$ cat config.mk
export PLATFORM = sky130hd
export DESIGN_NAME = cir_regs
export DESIGN_NICKNAME = d
export VERILOG_FILES = /design/src/logic/cir_pkg.sv /design/src/logic/cir_regs.sv
export VERILOG_INCLUDE_DIRS = /design/src /design/src/logic
export SDC_FILE = /design/constraint.sdc
export NUM_CORES = 1
export LEC_CHECK = 0
export ABC_AREA = 1
export CAP_MARGIN = 20
export CORE_ASPECT_RATIO = 1.2
export CORE_MARGIN = 8
export CORE_UTILIZATION = 50
export CTS_CLUSTER_DIAMETER = 30
export DETAILED_ROUTE_END_ITERATION = 10
export DONT_BUFFER_PORTS = 1
export PLACE_DENSITY_LB_ADDON = 0.3
export SYNTH_ARGS = -nofsm -noshare
export SYNTH_HDL_FRONTEND = slang
export SYNTH_SLANG_ARGS = --single-unit
$ cat constraint.sdc
create_clock -name CLK -period 1.3 [get_ports CLK]
set_input_delay 0.195 -clock CLK [delete_from_list [all_inputs] [get_ports CLK]]
set_output_delay 0.195 -clock CLK [all_outputs]
set_load 0.02 [all_outputs]
$ cat src/logic/cir_consts.svh
`ifndef CIR_CONSTS_SVH
`define CIR_CONSTS_SVH

// Internal processor register indexes seen on the register move port.
`define CIR_IDX_HW_INTERRUPT_REQUEST_STATUS   5'h0c
`define CIR_IDX_SOFTWARE_INTERRUPT_REQUEST   5'h0d
`define CIR_IDX_ASYNC_TRAP_REQUEST  5'h0e
`define CIR_IDX_CLR    5'h0f
`define CIR_IDX_HIER   5'h10
`define CIR_IDX_SOFTWARE_INTERRUPT_ENABLE   5'h11
`define CIR_IDX_ASYNC_TRAP_ENABLE  5'h12

// Shared read layout of the request and of the enable registers.
`define CIR_R_AST_HI   32
`define CIR_R_AST_LO   29
`define CIR_R_SW_HI    28
`define CIR_R_SW_LO    14
`define CIR_R_SL       13
`define CIR_R_HWA_HI   12
`define CIR_R_HWA_LO   10
`define CIR_R_PC0      9
`define CIR_R_PC1      8
`define CIR_R_HWB_HI   7
`define CIR_R_HWB_LO   5
`define CIR_R_CR       4
`define CIR_R_ATR      3
`define CIR_R_SWR      2
`define CIR_R_HWR      1

// Write layout of the hardware enable register.
`define CIR_W_SLE      32
`define CIR_W_PC1E     15
`define CIR_W_HW_HI    14
`define CIR_W_HW_LO    9
`define CIR_W_PC0E     8
`define CIR_W_CRE      2

// Write layout of the clear register; a zero in a bit clears it.
`define CIR_C_SL       32
`define CIR_C_PC1      15
`define CIR_C_PC0      8
`define CIR_C_CR       2

// Software level 2 sits at index 1 of the level 15..1 vector.
`define CIR_SW_LOCK    1
`define CIR_MODES      4
`define CIR_ZERO64     64'h0000_0000_0000_0000

`endif

$ cat src/logic/cir_pkg.sv
package cir_pkg;

  // Processor mode; a lower code is a more privileged mode.
  typedef enum logic [1:0] {
    CIR_KERNEL     = 2'b00,
    CIR_EXECUTIVE  = 2'b01,
    CIR_SUPERVISOR = 2'b10,
    CIR_USER       = 2'b11
  } cir_mode_type;

  // Whole state of the request and enable register set.
  typedef struct packed {
    logic [5:0]   irq;
    cir_mode_type cm;
    logic         privileged_firmware_mode;
    logic         rcv;
    logic         rcv_vld;
    logic [3:0]   ast_req;
    logic [14:0]  sw_req;
    logic         serial_line_request_bit;
    logic         pc0_req;
    logic         pc1_req;
    logic         correctable_read_request_bit;
    logic [3:0]   ast_en;
    logic [14:0]  sw_en;
    logic [5:0]   hw_en;
    logic         serial_line_enable_bit;
    logic         pc0_en;
    logic         pc1_en;
    logic         correctable_read_enable_bit;
    logic [63:0]  rdata;
    logic         rd_vld;
    logic         int_req;
  } cir_state_type;

endpackage : cir_pkg

$ cat src/logic/cir_regs.sv
`timescale 1ns/1ps
`include "cir_consts.svh"
// Summary of operation
// RULE1: Four trap request bits, one per processor mode, each posts a trap.
// RULE2: Fifteen software request bits for levels 15 to 1 post requests.
// RULE3: One readable bit shows a posted serial line request.
// RULE4: The six external request inputs show live in the hardware field.
// RULE5: Counter zero and counter one requests have separate read bits.
// RULE6: Correctable read request sets on error, clears only via clear reg.
// RULE7: Trap summary needs request, enable and mode at least as privileged.
// RULE8: Software summary set when any software request meets its enable.
// RULE9: Hardware summary set when any hardware request meets its enable.
// RULE10: No interrupt is taken while in privileged firmware mode.
// RULE11: Software and trap request reads return all requests and summaries.
// RULE12: A software level interrupts only with request and enable both set.
// RULE13: Trap interrupts happen only while software enable level 2 is set.
// RULE14: Enables map one-to-one; every enable read returns all enables.
// RULE15: Serial enable written at bit 32, read at bit 13.
// RULE16: Trap enable bits 0..3 are kernel, executive, supervisor, user.
// RULE17: Fifteen software enable bits enable the matching levels.
// RULE18: Counter one enable written at bit 15, read at bit 8.
// RULE19: Six hardware enables written at bits 14 to 9.
// RULE20: Counter zero enable written at bit 8, read at bit 9.
// RULE21: Correctable read enable written at bit 2, read at bit 4.
// RULE22: Write-only clear register clears serial, counter, read requests.
// RULE23: Clear bits 32, 15, 8, 2; writing zero clears that source.
// RULE24: Any transition on the serial receive line posts a serial request.
// RULE25: Summaries come from current state, consistent with the fields read.
module cir_regs (
  // Clock and reset.
  input  wire logic               CLK,
  input  wire logic               RST_N,
  // Internal processor register move port.
  input  wire logic               RD,
  input  wire logic               WR,
  input  wire logic [4:0]         IDX,
  input  wire logic [63:0]        WDATA,
  output logic      [63:0]        RDATA,
  output logic                    RD_VALID,
  // Interrupt sources.
  input  wire logic [5:0]         IRQ,
  input  wire logic               RCV,
  input  wire logic               PC0_EVT,
  input  wire logic               PC1_EVT,
  input  wire logic               CRD_EVT,
  // Processor state.
  input  wire cir_pkg::cir_mode_type MODE,
  input  wire logic               PAL_MODE,
  // Request to take an interrupt.
  output logic                    INT_REQ
);
  import cir_pkg::*;

  cir_state_type state_ff;
  cir_state_type nxt_state;

  // Trap summary: a mode's trap counts when the current mode is at least
  // as privileged, and the whole field is locked out by software level 2.
  function automatic logic cir_atr(input cir_state_type s);
    logic hit;
    hit = 1'b0;
    for (int m = 0; m < `CIR_MODES; m++) begin
      if (s.ast_req[m] && s.ast_en[m] && (s.cm <= 2'(m))) begin // RULE7
        hit = 1'b1;
      end
    end
    return hit && s.sw_en[`CIR_SW_LOCK]; // RULE13
  endfunction : cir_atr

  // Software summary: one-to-one pairing of level request and enable.
  function automatic logic cir_swr(input cir_state_type s);
    return |(s.sw_req & s.sw_en); // RULE8 RULE12
  endfunction : cir_swr

  // Hardware summary covers every source enabled in the hardware register.
  // Serial, counter and correctable read sources share this summary path.
  function automatic logic cir_hwr(input cir_state_type s);
    return (|(s.irq & s.hw_en)) // RULE9
           | (s.serial_line_request_bit & s.serial_line_enable_bit) | (s.pc0_req & s.pc0_en)
           | (s.pc1_req & s.pc1_en) | (s.correctable_read_request_bit & s.correctable_read_enable_bit);
  endfunction : cir_hwr

  // Combined request word with summaries built from the same state, so a
  // read never shows a summary that disagrees with its own fields.
  function automatic logic [63:0] cir_req_word(input cir_state_type s);
    logic [63:0] w;
    w = `CIR_ZERO64;
    w[`CIR_R_AST_HI:`CIR_R_AST_LO] = s.ast_req;  // RULE1
    w[`CIR_R_SW_HI:`CIR_R_SW_LO]   = s.sw_req;   // RULE2
    w[`CIR_R_SL]                   = s.serial_line_request_bit;      // RULE3
    w[`CIR_R_HWA_HI:`CIR_R_HWA_LO] = s.irq[2:0]; // RULE4
    w[`CIR_R_HWB_HI:`CIR_R_HWB_LO] = s.irq[5:3]; // RULE4
    w[`CIR_R_PC0]                  = s.pc0_req;  // RULE5
    w[`CIR_R_PC1]                  = s.pc1_req;  // RULE5
    w[`CIR_R_CR]                   = s.correctable_read_request_bit;      // RULE6
    w[`CIR_R_ATR]                  = cir_atr(s); // RULE25
    w[`CIR_R_SWR]                  = cir_swr(s); // RULE25
    w[`CIR_R_HWR]                  = cir_hwr(s); // RULE25
    return w;
  endfunction : cir_req_word

  // Combined enable word in the same layout as the request word.
  function automatic logic [63:0] cir_en_word(input cir_state_type s);
    logic [63:0] w;
    w = `CIR_ZERO64;
    w[`CIR_R_AST_HI:`CIR_R_AST_LO] = s.ast_en;     // RULE14
    w[`CIR_R_SW_HI:`CIR_R_SW_LO]   = s.sw_en;      // RULE14
    w[`CIR_R_SL]                   = s.serial_line_enable_bit;        // RULE15
    w[`CIR_R_HWA_HI:`CIR_R_HWA_LO] = s.hw_en[2:0]; // RULE14
    w[`CIR_R_HWB_HI:`CIR_R_HWB_LO] = s.hw_en[5:3]; // RULE14
    w[`CIR_R_PC0]                  = s.pc0_en;     // RULE20
    w[`CIR_R_PC1]                  = s.pc1_en;     // RULE18
    w[`CIR_R_CR]                   = s.correctable_read_enable_bit;        // RULE21
    return w;
  endfunction : cir_en_word

  // Read decode; the clear register and unmapped indexes read as zero.
  // Reading the clear register is harmless, since it holds no state.
  function automatic logic [63:0] cir_read(input cir_state_type s,
                                           input logic [4:0]    idx);
    logic [63:0] w;
    w = `CIR_ZERO64;
    case (idx)
      `CIR_IDX_HW_INTERRUPT_REQUEST_STATUS,
      `CIR_IDX_SOFTWARE_INTERRUPT_REQUEST,
      `CIR_IDX_ASYNC_TRAP_REQUEST: w = cir_req_word(s); // RULE11
      `CIR_IDX_HIER,
      `CIR_IDX_SOFTWARE_INTERRUPT_ENABLE,
      `CIR_IDX_ASYNC_TRAP_ENABLE: w = cir_en_word(s);  // RULE14
      `CIR_IDX_CLR:   w = `CIR_ZERO64;     // RULE22
      default:        w = `CIR_ZERO64;
    endcase
    return w;
  endfunction : cir_read

  // Next state. Every hardware set outranks a clear in the same cycle, so
  // an event that lands on a clear write is never lost.
  always_comb begin
    logic rx_edge;
    logic clr_wr;
    rx_edge = 1'b0;
    clr_wr  = 1'b0;
    nxt_state = state_ff;

    // Sample the live inputs; the external lines are synchronous already.
    nxt_state.irq     = IRQ;   // RULE4
    nxt_state.cm      = MODE;
    nxt_state.privileged_firmware_mode     = PAL_MODE;
    nxt_state.rcv     = RCV;
    nxt_state.rcv_vld = 1'b1;

    // The first sample after reset has no history, so it cannot be an edge.
    rx_edge = state_ff.rcv_vld && (RCV != state_ff.rcv); // RULE24
    clr_wr  = WR && (IDX == `CIR_IDX_CLR);

    // Sticky requests with clear-by-zero writes. Only a write to the clear
    // index arms the clear, so ordinary writes whose data holds zeros at
    // those positions never drop a pending request.
    nxt_state.serial_line_request_bit = rx_edge | (state_ff.serial_line_request_bit // RULE24
                    & ~(clr_wr & ~WDATA[`CIR_C_SL])); // RULE23
    nxt_state.pc0_req = PC0_EVT | (state_ff.pc0_req
                        & ~(clr_wr & ~WDATA[`CIR_C_PC0])); // RULE22
    nxt_state.pc1_req = PC1_EVT | (state_ff.pc1_req
                        & ~(clr_wr & ~WDATA[`CIR_C_PC1])); // RULE22
    nxt_state.correctable_read_request_bit = CRD_EVT | (state_ff.correctable_read_request_bit // RULE6
                    & ~(clr_wr & ~WDATA[`CIR_C_CR])); // RULE23

    // Software writable request and enable registers.
    if (WR) begin
      case (IDX)
        `CIR_IDX_SOFTWARE_INTERRUPT_REQUEST: begin
          nxt_state.sw_req = WDATA[`CIR_R_SW_HI:`CIR_R_SW_LO]; // RULE2
        end
        `CIR_IDX_ASYNC_TRAP_REQUEST: begin
          nxt_state.ast_req = WDATA[`CIR_R_AST_HI:`CIR_R_AST_LO]; // RULE1
        end
        `CIR_IDX_HIER: begin
          nxt_state.serial_line_enable_bit    = WDATA[`CIR_W_SLE];  // RULE15
          nxt_state.pc1_en = WDATA[`CIR_W_PC1E]; // RULE18
          nxt_state.hw_en  = WDATA[`CIR_W_HW_HI:`CIR_W_HW_LO]; // RULE19
          nxt_state.pc0_en = WDATA[`CIR_W_PC0E]; // RULE20
          nxt_state.correctable_read_enable_bit    = WDATA[`CIR_W_CRE];  // RULE21
        end
        `CIR_IDX_SOFTWARE_INTERRUPT_ENABLE: begin
          nxt_state.sw_en = WDATA[`CIR_R_SW_HI:`CIR_R_SW_LO]; // RULE17
        end
        `CIR_IDX_ASYNC_TRAP_ENABLE: begin
          nxt_state.ast_en = WDATA[`CIR_R_AST_HI:`CIR_R_AST_LO]; // RULE16
        end
        default: begin
          nxt_state.rd_vld = state_ff.rd_vld;
        end
      endcase
    end

    // Reads see the state before this cycle's updates and hold the word
    // until the next read, so a slow consumer still finds it.
    nxt_state.rd_vld = RD;
    if (RD) begin
      nxt_state.rdata = cir_read(state_ff, IDX); // RULE11
    end

    // Firmware mode masks taking any interrupt; summaries still read true.
    // The request lags the summaries by one edge, as a read answer does, so
    // the line matches the summaries of the read word presented with it.
    nxt_state.int_req = ~state_ff.privileged_firmware_mode // RULE10
                        & (cir_atr(state_ff) | cir_swr(state_ff)
                           | cir_hwr(state_ff));
  end

  // State register; reset leaves every request and enable clear.
  always_ff @(posedge CLK or negedge RST_N) begin
    if (!RST_N) begin
      state_ff <= '0;
    end else begin
      state_ff <= nxt_state;
    end
  end

  // Outputs come straight from the state register.
  // No logic sits between the flops and the pins, so output timing is clean.
  assign RDATA    = state_ff.rdata;
  assign RD_VALID = state_ff.rd_vld;
  assign INT_REQ  = state_ff.int_req;
endmodule : cir_regs

==> flow_metrics.env, run 1 <==
export IMPL_multi_input_area_um2=1530
export IMPL_min_path_type="in2async"
export IMPL_row_count=38
export IMPL_finalCriticalPeriod_ns=1.21
export IMPL_grt_use_total=0.170
export IMPL_routed_via_density=4.97
export IMPL_total_power_mw=6.87
export IMPL_vias=3174
export IMPL_gp_congestion=0.733
export IMPL_die_h_um=122
export IMPL_yosysTopAreaCell="dfrtp_1"
export IMPL_cp_arrival_ns=1.47
export IMPL_p_comb_frac=0.144
export IMPL_hpwl_um=6760
export IMPL_skew_ns=0.0105
export IMPL_hold_buffers=43
export IMPL_die_area_um2=12700
export IMPL_met1_usage=0.199
export IMPL_clockBufferDepth=2
export IMPL_clk_latency_ns=0.37
export IMPL_start_util=0.514
export IMPL_hold_viol=97
export IMPL_start_kind="input port"
export IMPL_p_sw_mw=1.99
export IMPL_finalSetupViolCount=0
export IMPL_power_frac_seq=0.545
export IMPL_nets=600
export IMPL_end_kind="flop"
export IMPL_cts_buffers=9
export IMPL_n_fill_cell=833
export IMPL_yosys_cell_types_count=29
export IMPL_rsz0062_at_grt="false"
export IMPL_drtAntennaViolNets=0
export IMPL_ys_top_cells_by_area="dfrtp_1 (52%), buf_4 (11%), nand2_1 (8.6%)"
export IMPL_vdd_drop_max_mv=0.648
export IMPL_antennaDiodeCount=0
export IMPL_required_ns=1.55
export IMPL_drt_wl_total_um=10400
export IMPL_numClockSinks=97
export IMPL_clk_pin_slew_ns=0.09
export IMPL_grt_pass1_vias=3262
export IMPL_post_drt_wl_per_cell_um=16.2
export IMPL_slew_viol_final=0
export IMPL_cts_tree="built"
export IMPL_powerDensity_nw_per_um2=1350
export IMPL_antenna_found_initial=0
export IMPL_fin_setup_tns_ns=0
export IMPL_use_met2=0.284
export IMPL_grt_pass1_wl_um=17000
export IMPL_cts_max_level=3
export IMPL_grt_max_degree=98
export IMPL_syn_to_final_growth_pct=8.98
export IMPL_synth_seq_cells=97
export IMPL_drcViolationCount=0
export IMPL_clock_root_buffer="clkbuf_8"
export IMPL_drt_iter0_markers=150
export IMPL_die_w_um=104
export IMPL_status="complete, but fails checks"
export IMPL_pre_cts_slack_ns=0.0817
export IMPL_ys_seq_area_frac=0.520
export IMPL_reg2reg_slack_ns=0.09
export IMPL_fin_crit_sh=0.933
export IMPL_hold_ws_ns=-0.481
export IMPL_setup_slack_ns=0.0865
export IMPL_sw_frac_of_total=0.290
export IMPL_drt_pass1_iter_count=4
export IMPL_drive_above_1_share=0.106
export IMPL_leakage_nw=2.51
export IMPL_synth_top_area_share=0.520
export IMPL_cp_max_fo=4
export IMPL_syn_avg_cell_area_um2=9.35
export IMPL_port_buffers=0
export IMPL_maxCapViolCount=0
export IMPL_grt_busiest_layer="met2"
export IMPL_final_seq_area_um2=2430
export IMPL_final_cell_mix="nand2_1 (107), dfrtp_1 (97), inv_1 (59), dlygate4sd3_1 (43)"
export IMPL_clock_fmax_ghz=0.824
export IMPL_intPower_mw=4.88
export IMPL_syn_inst=499
export IMPL_pwr_share_clk=0.310
export IMPL_core_area_um2=9080
export IMPL_path_class="in2reg"
export IMPL_syn_cell_area_um2=4670
export IMPL_final_common_cell="nand2_1"
export IMPL_io_pins=152
export IMPL_ys_warn_count=0
export IMPL_overflow=0
export IMPL_violations="hold timing"
export IMPL_gr_usage_met3=0.0565
flip-flops by register name, summed over array words and instances (netlist names):
signal	flops
INT_REQ	1
RDATA	32
RD_VALID	1
state_ff	63
routing by layer:
layer | up-vias | routed length, um | share of wire
met3 | 11 | 786 | 0.076
li1 | 1528 | - | -
met1 | 1534 | 4200 | 0.40
met5 | - | 0 | 0
met4 | 0 | 147 | 0.014
met2 | 101 | 5240 | 0.51
worst max-delay path, cell delays in order:
cell and delay (ns):
inv_1 0.10, nand3_4 0.10, nand3b_1 0.29, nor2_1 0.16
o21bai_1 0.06, dlygate4sd3_1 0.55
cell usage after synthesis:
library cell and instances:
nand4_1 2, or2_2 1, inv_2 1, nand3b_1 1
inv_4 1, dfrtp_1 97, nand3_1 21, nor3_2 1
buf_6 6, nor2_1 35, o21ai_1 7, o221ai_2 15
o21bai_1 3, buf_2 4, nand4_4 2, nand2_1 107
clkbuf_1 3, nor2_4 2, o211ai_1 8, buf_4 68
nand3_2 1, a21boi_0 1, inv_1 59, o211ai_2 2
o221ai_1 2, nand2_4 2, o21ai_0 23, a21oi_1 22
conb_1 2
power groups by stage:
stage	combinational [mW]	clock (mW)	sequential [mW]
after floorplan	1.01	0	3.64
after global placement	0.839	0	3.80
final	0.992	2.13	3.75
after detailed placement	0.868	0	3.81
after CTS	0.985	2.17	3.75
after global routing	1.13	2.28	3.81
final cells by class:
class | count | share of cell area
Clock inverter | 5 | 0.0157
Sequential cell | 97 | 0.477
Inverter | 61 | 0.0455
Clock buffer | 11 | 0.0258
Multi-Input combinational cell | 291 | 0.300
Timing Repair Buffer | 54 | 0.106
Tap cell | 120 | 0.0295
worst paths after layout:
kind	from	depth (start not counted)	to
worst max-delay path	IDX[4]	6	state_ff[95]$_DFF_PN0_
worst min-delay path	RST_N	0	state_ff[79]$_DFFE_PN0P_
worst max register to register	state_ff[96]$_DFF_PN0_	3	state_ff[96]$_DFF_PN0_
worst min register to register	state_ff[120]$_DFF_PN0_	3	INT_REQ$_DFF_PN0_
max in group asynchronous	RST_N	0	state_ff[123]$_DFF_PN0_
min in group CLK	RD	2	RDATA[11]$_DFFE_PN0P_
metrics by stage:
| stage | instances | hold slack (ns) | instance area, um2 | utilization |
|---|---|---|---|---|
| detailed placement | 578 | -0.0967 | 4420 | 0.486 |
| global placement | 578 | -0.0965 | 4420 | 0.486 |
| finish | 639 | -0.481 | 5080 | 0.560 |
| global route | 639 | -0.511 | 5080 | 0.560 |
| floorplan | 530 | -0.101 | 4780 | - |
| CTS | 637 | -0.509 | 5060 | 0.557 |
cells by family after synthesis:
| kind of cell | count (synthesis) | synth area share |
|---|---|---|
| AND/OR/NAND/NOR | 175 | 0.165 |
| buffers and inverters | 142 | 0.180 |
| flip-flops | 97 | 0.520 |
| AO/OA/AOI/OAI | 83 | 0.132 |
| other | 2 | 0.00161 |
repair_timing:
item | CTS | global route
setup endpoints to repair | 0 | 2
endpoints found under the hold margin | 165 | 97
setup buffers | 0 | 2
gates resized for setup | 0 | 2
No activity file was read; power rests on OpenSTA's default activity.
==> run 2: changes to the inputs <==
--- a/config.mk
+++ b/config.mk
@@ -14,6 +14,7 @@
 export CTS_CLUSTER_DIAMETER = 30
 export DETAILED_ROUTE_END_ITERATION = 10
 export DONT_BUFFER_PORTS = 1
+export HOLD_SLACK_MARGIN = 0.02
 export PLACE_DENSITY_LB_ADDON = 0.3
 export SYNTH_ARGS = -nofsm -noshare
 export SYNTH_HDL_FRONTEND = slang
==> flow_metrics.env, run 2 (synthesized netlist as in run 1, its figures left out) <==
export IMPL_cts_max_level=3
export IMPL_antennaDiodeCount=0
export IMPL_end_kind="flop"
export IMPL_reg2reg_slack_ns=0.09
export IMPL_slew_viol_final=0
export IMPL_clk_pin_slew_ns=0.09
export IMPL_path_class="reg2reg"
export IMPL_overflow=0
export IMPL_core_area_um2=9080
export IMPL_drt_wl_total_um=10400
export IMPL_hold_viol=97
export IMPL_die_h_um=122
export IMPL_met1_usage=0.198
export IMPL_required_ns=1.56
export IMPL_powerDensity_nw_per_um2=1350
export IMPL_port_buffers=0
export IMPL_fin_setup_tns_ns=0
export IMPL_vias=3185
export IMPL_final_common_cell="nand2_1"
export IMPL_drt_pass1_iter_count=4
export IMPL_critPathBufInv=2
export IMPL_drcViolationCount=0
export IMPL_hold_buffers=43
export IMPL_min_path_type="in2async"
export IMPL_top_register="state_ff"
export IMPL_hold_ws_ns=-0.480
export IMPL_cts_buffers=9
export IMPL_cpMaxStageDelayCell="dlygate4sd3_1"
export IMPL_hpwl_um=6760
export IMPL_crit_family="buffers and inverters"
export IMPL_grt_max_degree=98
export IMPL_leakage_nw=2.51
export IMPL_slowest_delay_ns=0.55
export IMPL_clock_root_buffer="clkbuf_8"
export IMPL_routed_via_density=4.98
export IMPL_use_met2=0.285
export IMPL_gp_congestion=0.733
export IMPL_grt_busiest_layer="met2"
export IMPL_rsz0062_at_grt="false"
export IMPL_start_util=0.514
export IMPL_grt_use_total=0.170
export IMPL_clock_fmax_ghz=0.830
export IMPL_gr_usage_met3=0.0565
export IMPL_clk_latency_ns=0.37
export IMPL_die_area_um2=12700
export IMPL_place_area_um2=4420
export IMPL_cp_arrival_ns=1.46
export IMPL_grt_pass1_vias=3265
export IMPL_antenna_found_initial=0
export IMPL_drt_iter0_markers=135
export IMPL_syn_to_final_growth_pct=8.98
export IMPL_drtAntennaViolNets=0
export IMPL_critical_path_cell_chain="inv_1, o21bai_1, dlygate4sd3_1"
export IMPL_nets=600
export IMPL_die_w_um=104
export IMPL_skew_ns=0.0120
export IMPL_violations="hold timing"
export IMPL_worstReg2RegEnd="state_ff[96]$_DFF_PN0_"
export IMPL_fin_crit_sh=0.927
export IMPL_final_cell_mix="nand2_1 (107), dfrtp_1 (97), inv_1 (59), dlygate4sd3_1 (43)"
export IMPL_total_power_mw=6.86
export IMPL_final_util=0.560
export IMPL_largest_reg_flops=63
export IMPL_finalCriticalPeriod_ns=1.21
export IMPL_start_kind="flop"
export IMPL_cp_max_fo=2
export IMPL_n_fill_cell=833
export IMPL_post_drt_wl_per_cell_um=16.2
export IMPL_grt_pass1_wl_um=17000
export IMPL_io_pins=152
export IMPL_vdd_drop_max_mv=0.648
export IMPL_maxCapViolCount=0
export IMPL_finalSetupViolCount=0
export IMPL_status="complete, but fails checks"
export IMPL_numClockSinks=97
export IMPL_row_count=38
export IMPL_clockBufferDepth=2
export IMPL_r2r_start="state_ff[96]$_DFF_PN0_"
export IMPL_cts_tree="built"
export IMPL_drive_above_1_share=0.106
export IMPL_design_area_um2=5080
export IMPL_r2r_cells=3
-- run 2: metrics by stage --
stage | setup slack, ns | std cells | hold WS, ns
3_3_place_gp | 0.0973 | 578 | -0.0965
3_5_place_dp | 0.0817 | 578 | -0.0967
2_1_floorplan | 0.248 | 530 | -0.101
5_1_grt | 0.0177 | 639 | -0.511
4_1_cts | 0.0646 | 637 | -0.509
6_report | 0.0949 | 639 | -0.480
-- run 2: cell type report --
type                       instances  area (um2)  share of cell area
timing repair buffer              54         538               0.106
multi-input combinational        291        1530               0.300
clock buffer                      11         131              0.0258
sequential                        97        2430               0.477
inverter                          61         231              0.0455
tap                              120         150              0.0295
clock inverter                     5        80.1              0.0157
-- run 2: how the worst max path moves through the flow --
stage	start	endpoint	slack (ns)	depth (start not counted)
3_5_place_dp	state_ff[69]$_DFFE_PN0P_	INT_REQ$_DFF_PN0_	0.08	8
3_3_place_gp	state_ff[69]$_DFFE_PN0P_	INT_REQ$_DFF_PN0_	0.1	8
2_1_floorplan	IDX[2]	state_ff[72]$_DFFE_PN0P_	0.25	6
5_1_grt	IDX[4]	state_ff[95]$_DFF_PN0_	0.02	6
4_1_cts	state_ff[69]$_DFFE_PN0P_	INT_REQ$_DFF_PN0_	0.06	8
6_report	state_ff[96]$_DFF_PN0_	state_ff[96]$_DFF_PN0_	0.09	3
-- run 2: where the power goes --
part | switching, mW | internal (mW) | total (mW) | leakage, nW
combinational | 0.611 | 0.383 | 0.994 | 1.27
sequential | 0.332 | 3.41 | 3.75 | 1.15
clock | 1.04 | 1.08 | 2.12 | 0.0995
-- run 2: what timing repair did --
| action | in CTS | in global routing |
|---|---|---|
| buffers inserted | 0 | 2 |
| endpoints found under the hold margin | 167 | 97 |
| endpoints found under the setup margin | 0 | 2 |
| resized for setup | 0 | 2 |
-- run 2: layer usage --
metal  vias to the layer above  part of all wire
met3                        11             0.069
met4                         0             0.015
met5                         -                 0
li1                       1530                 -
met2                        91              0.50
met1                      1553              0.41
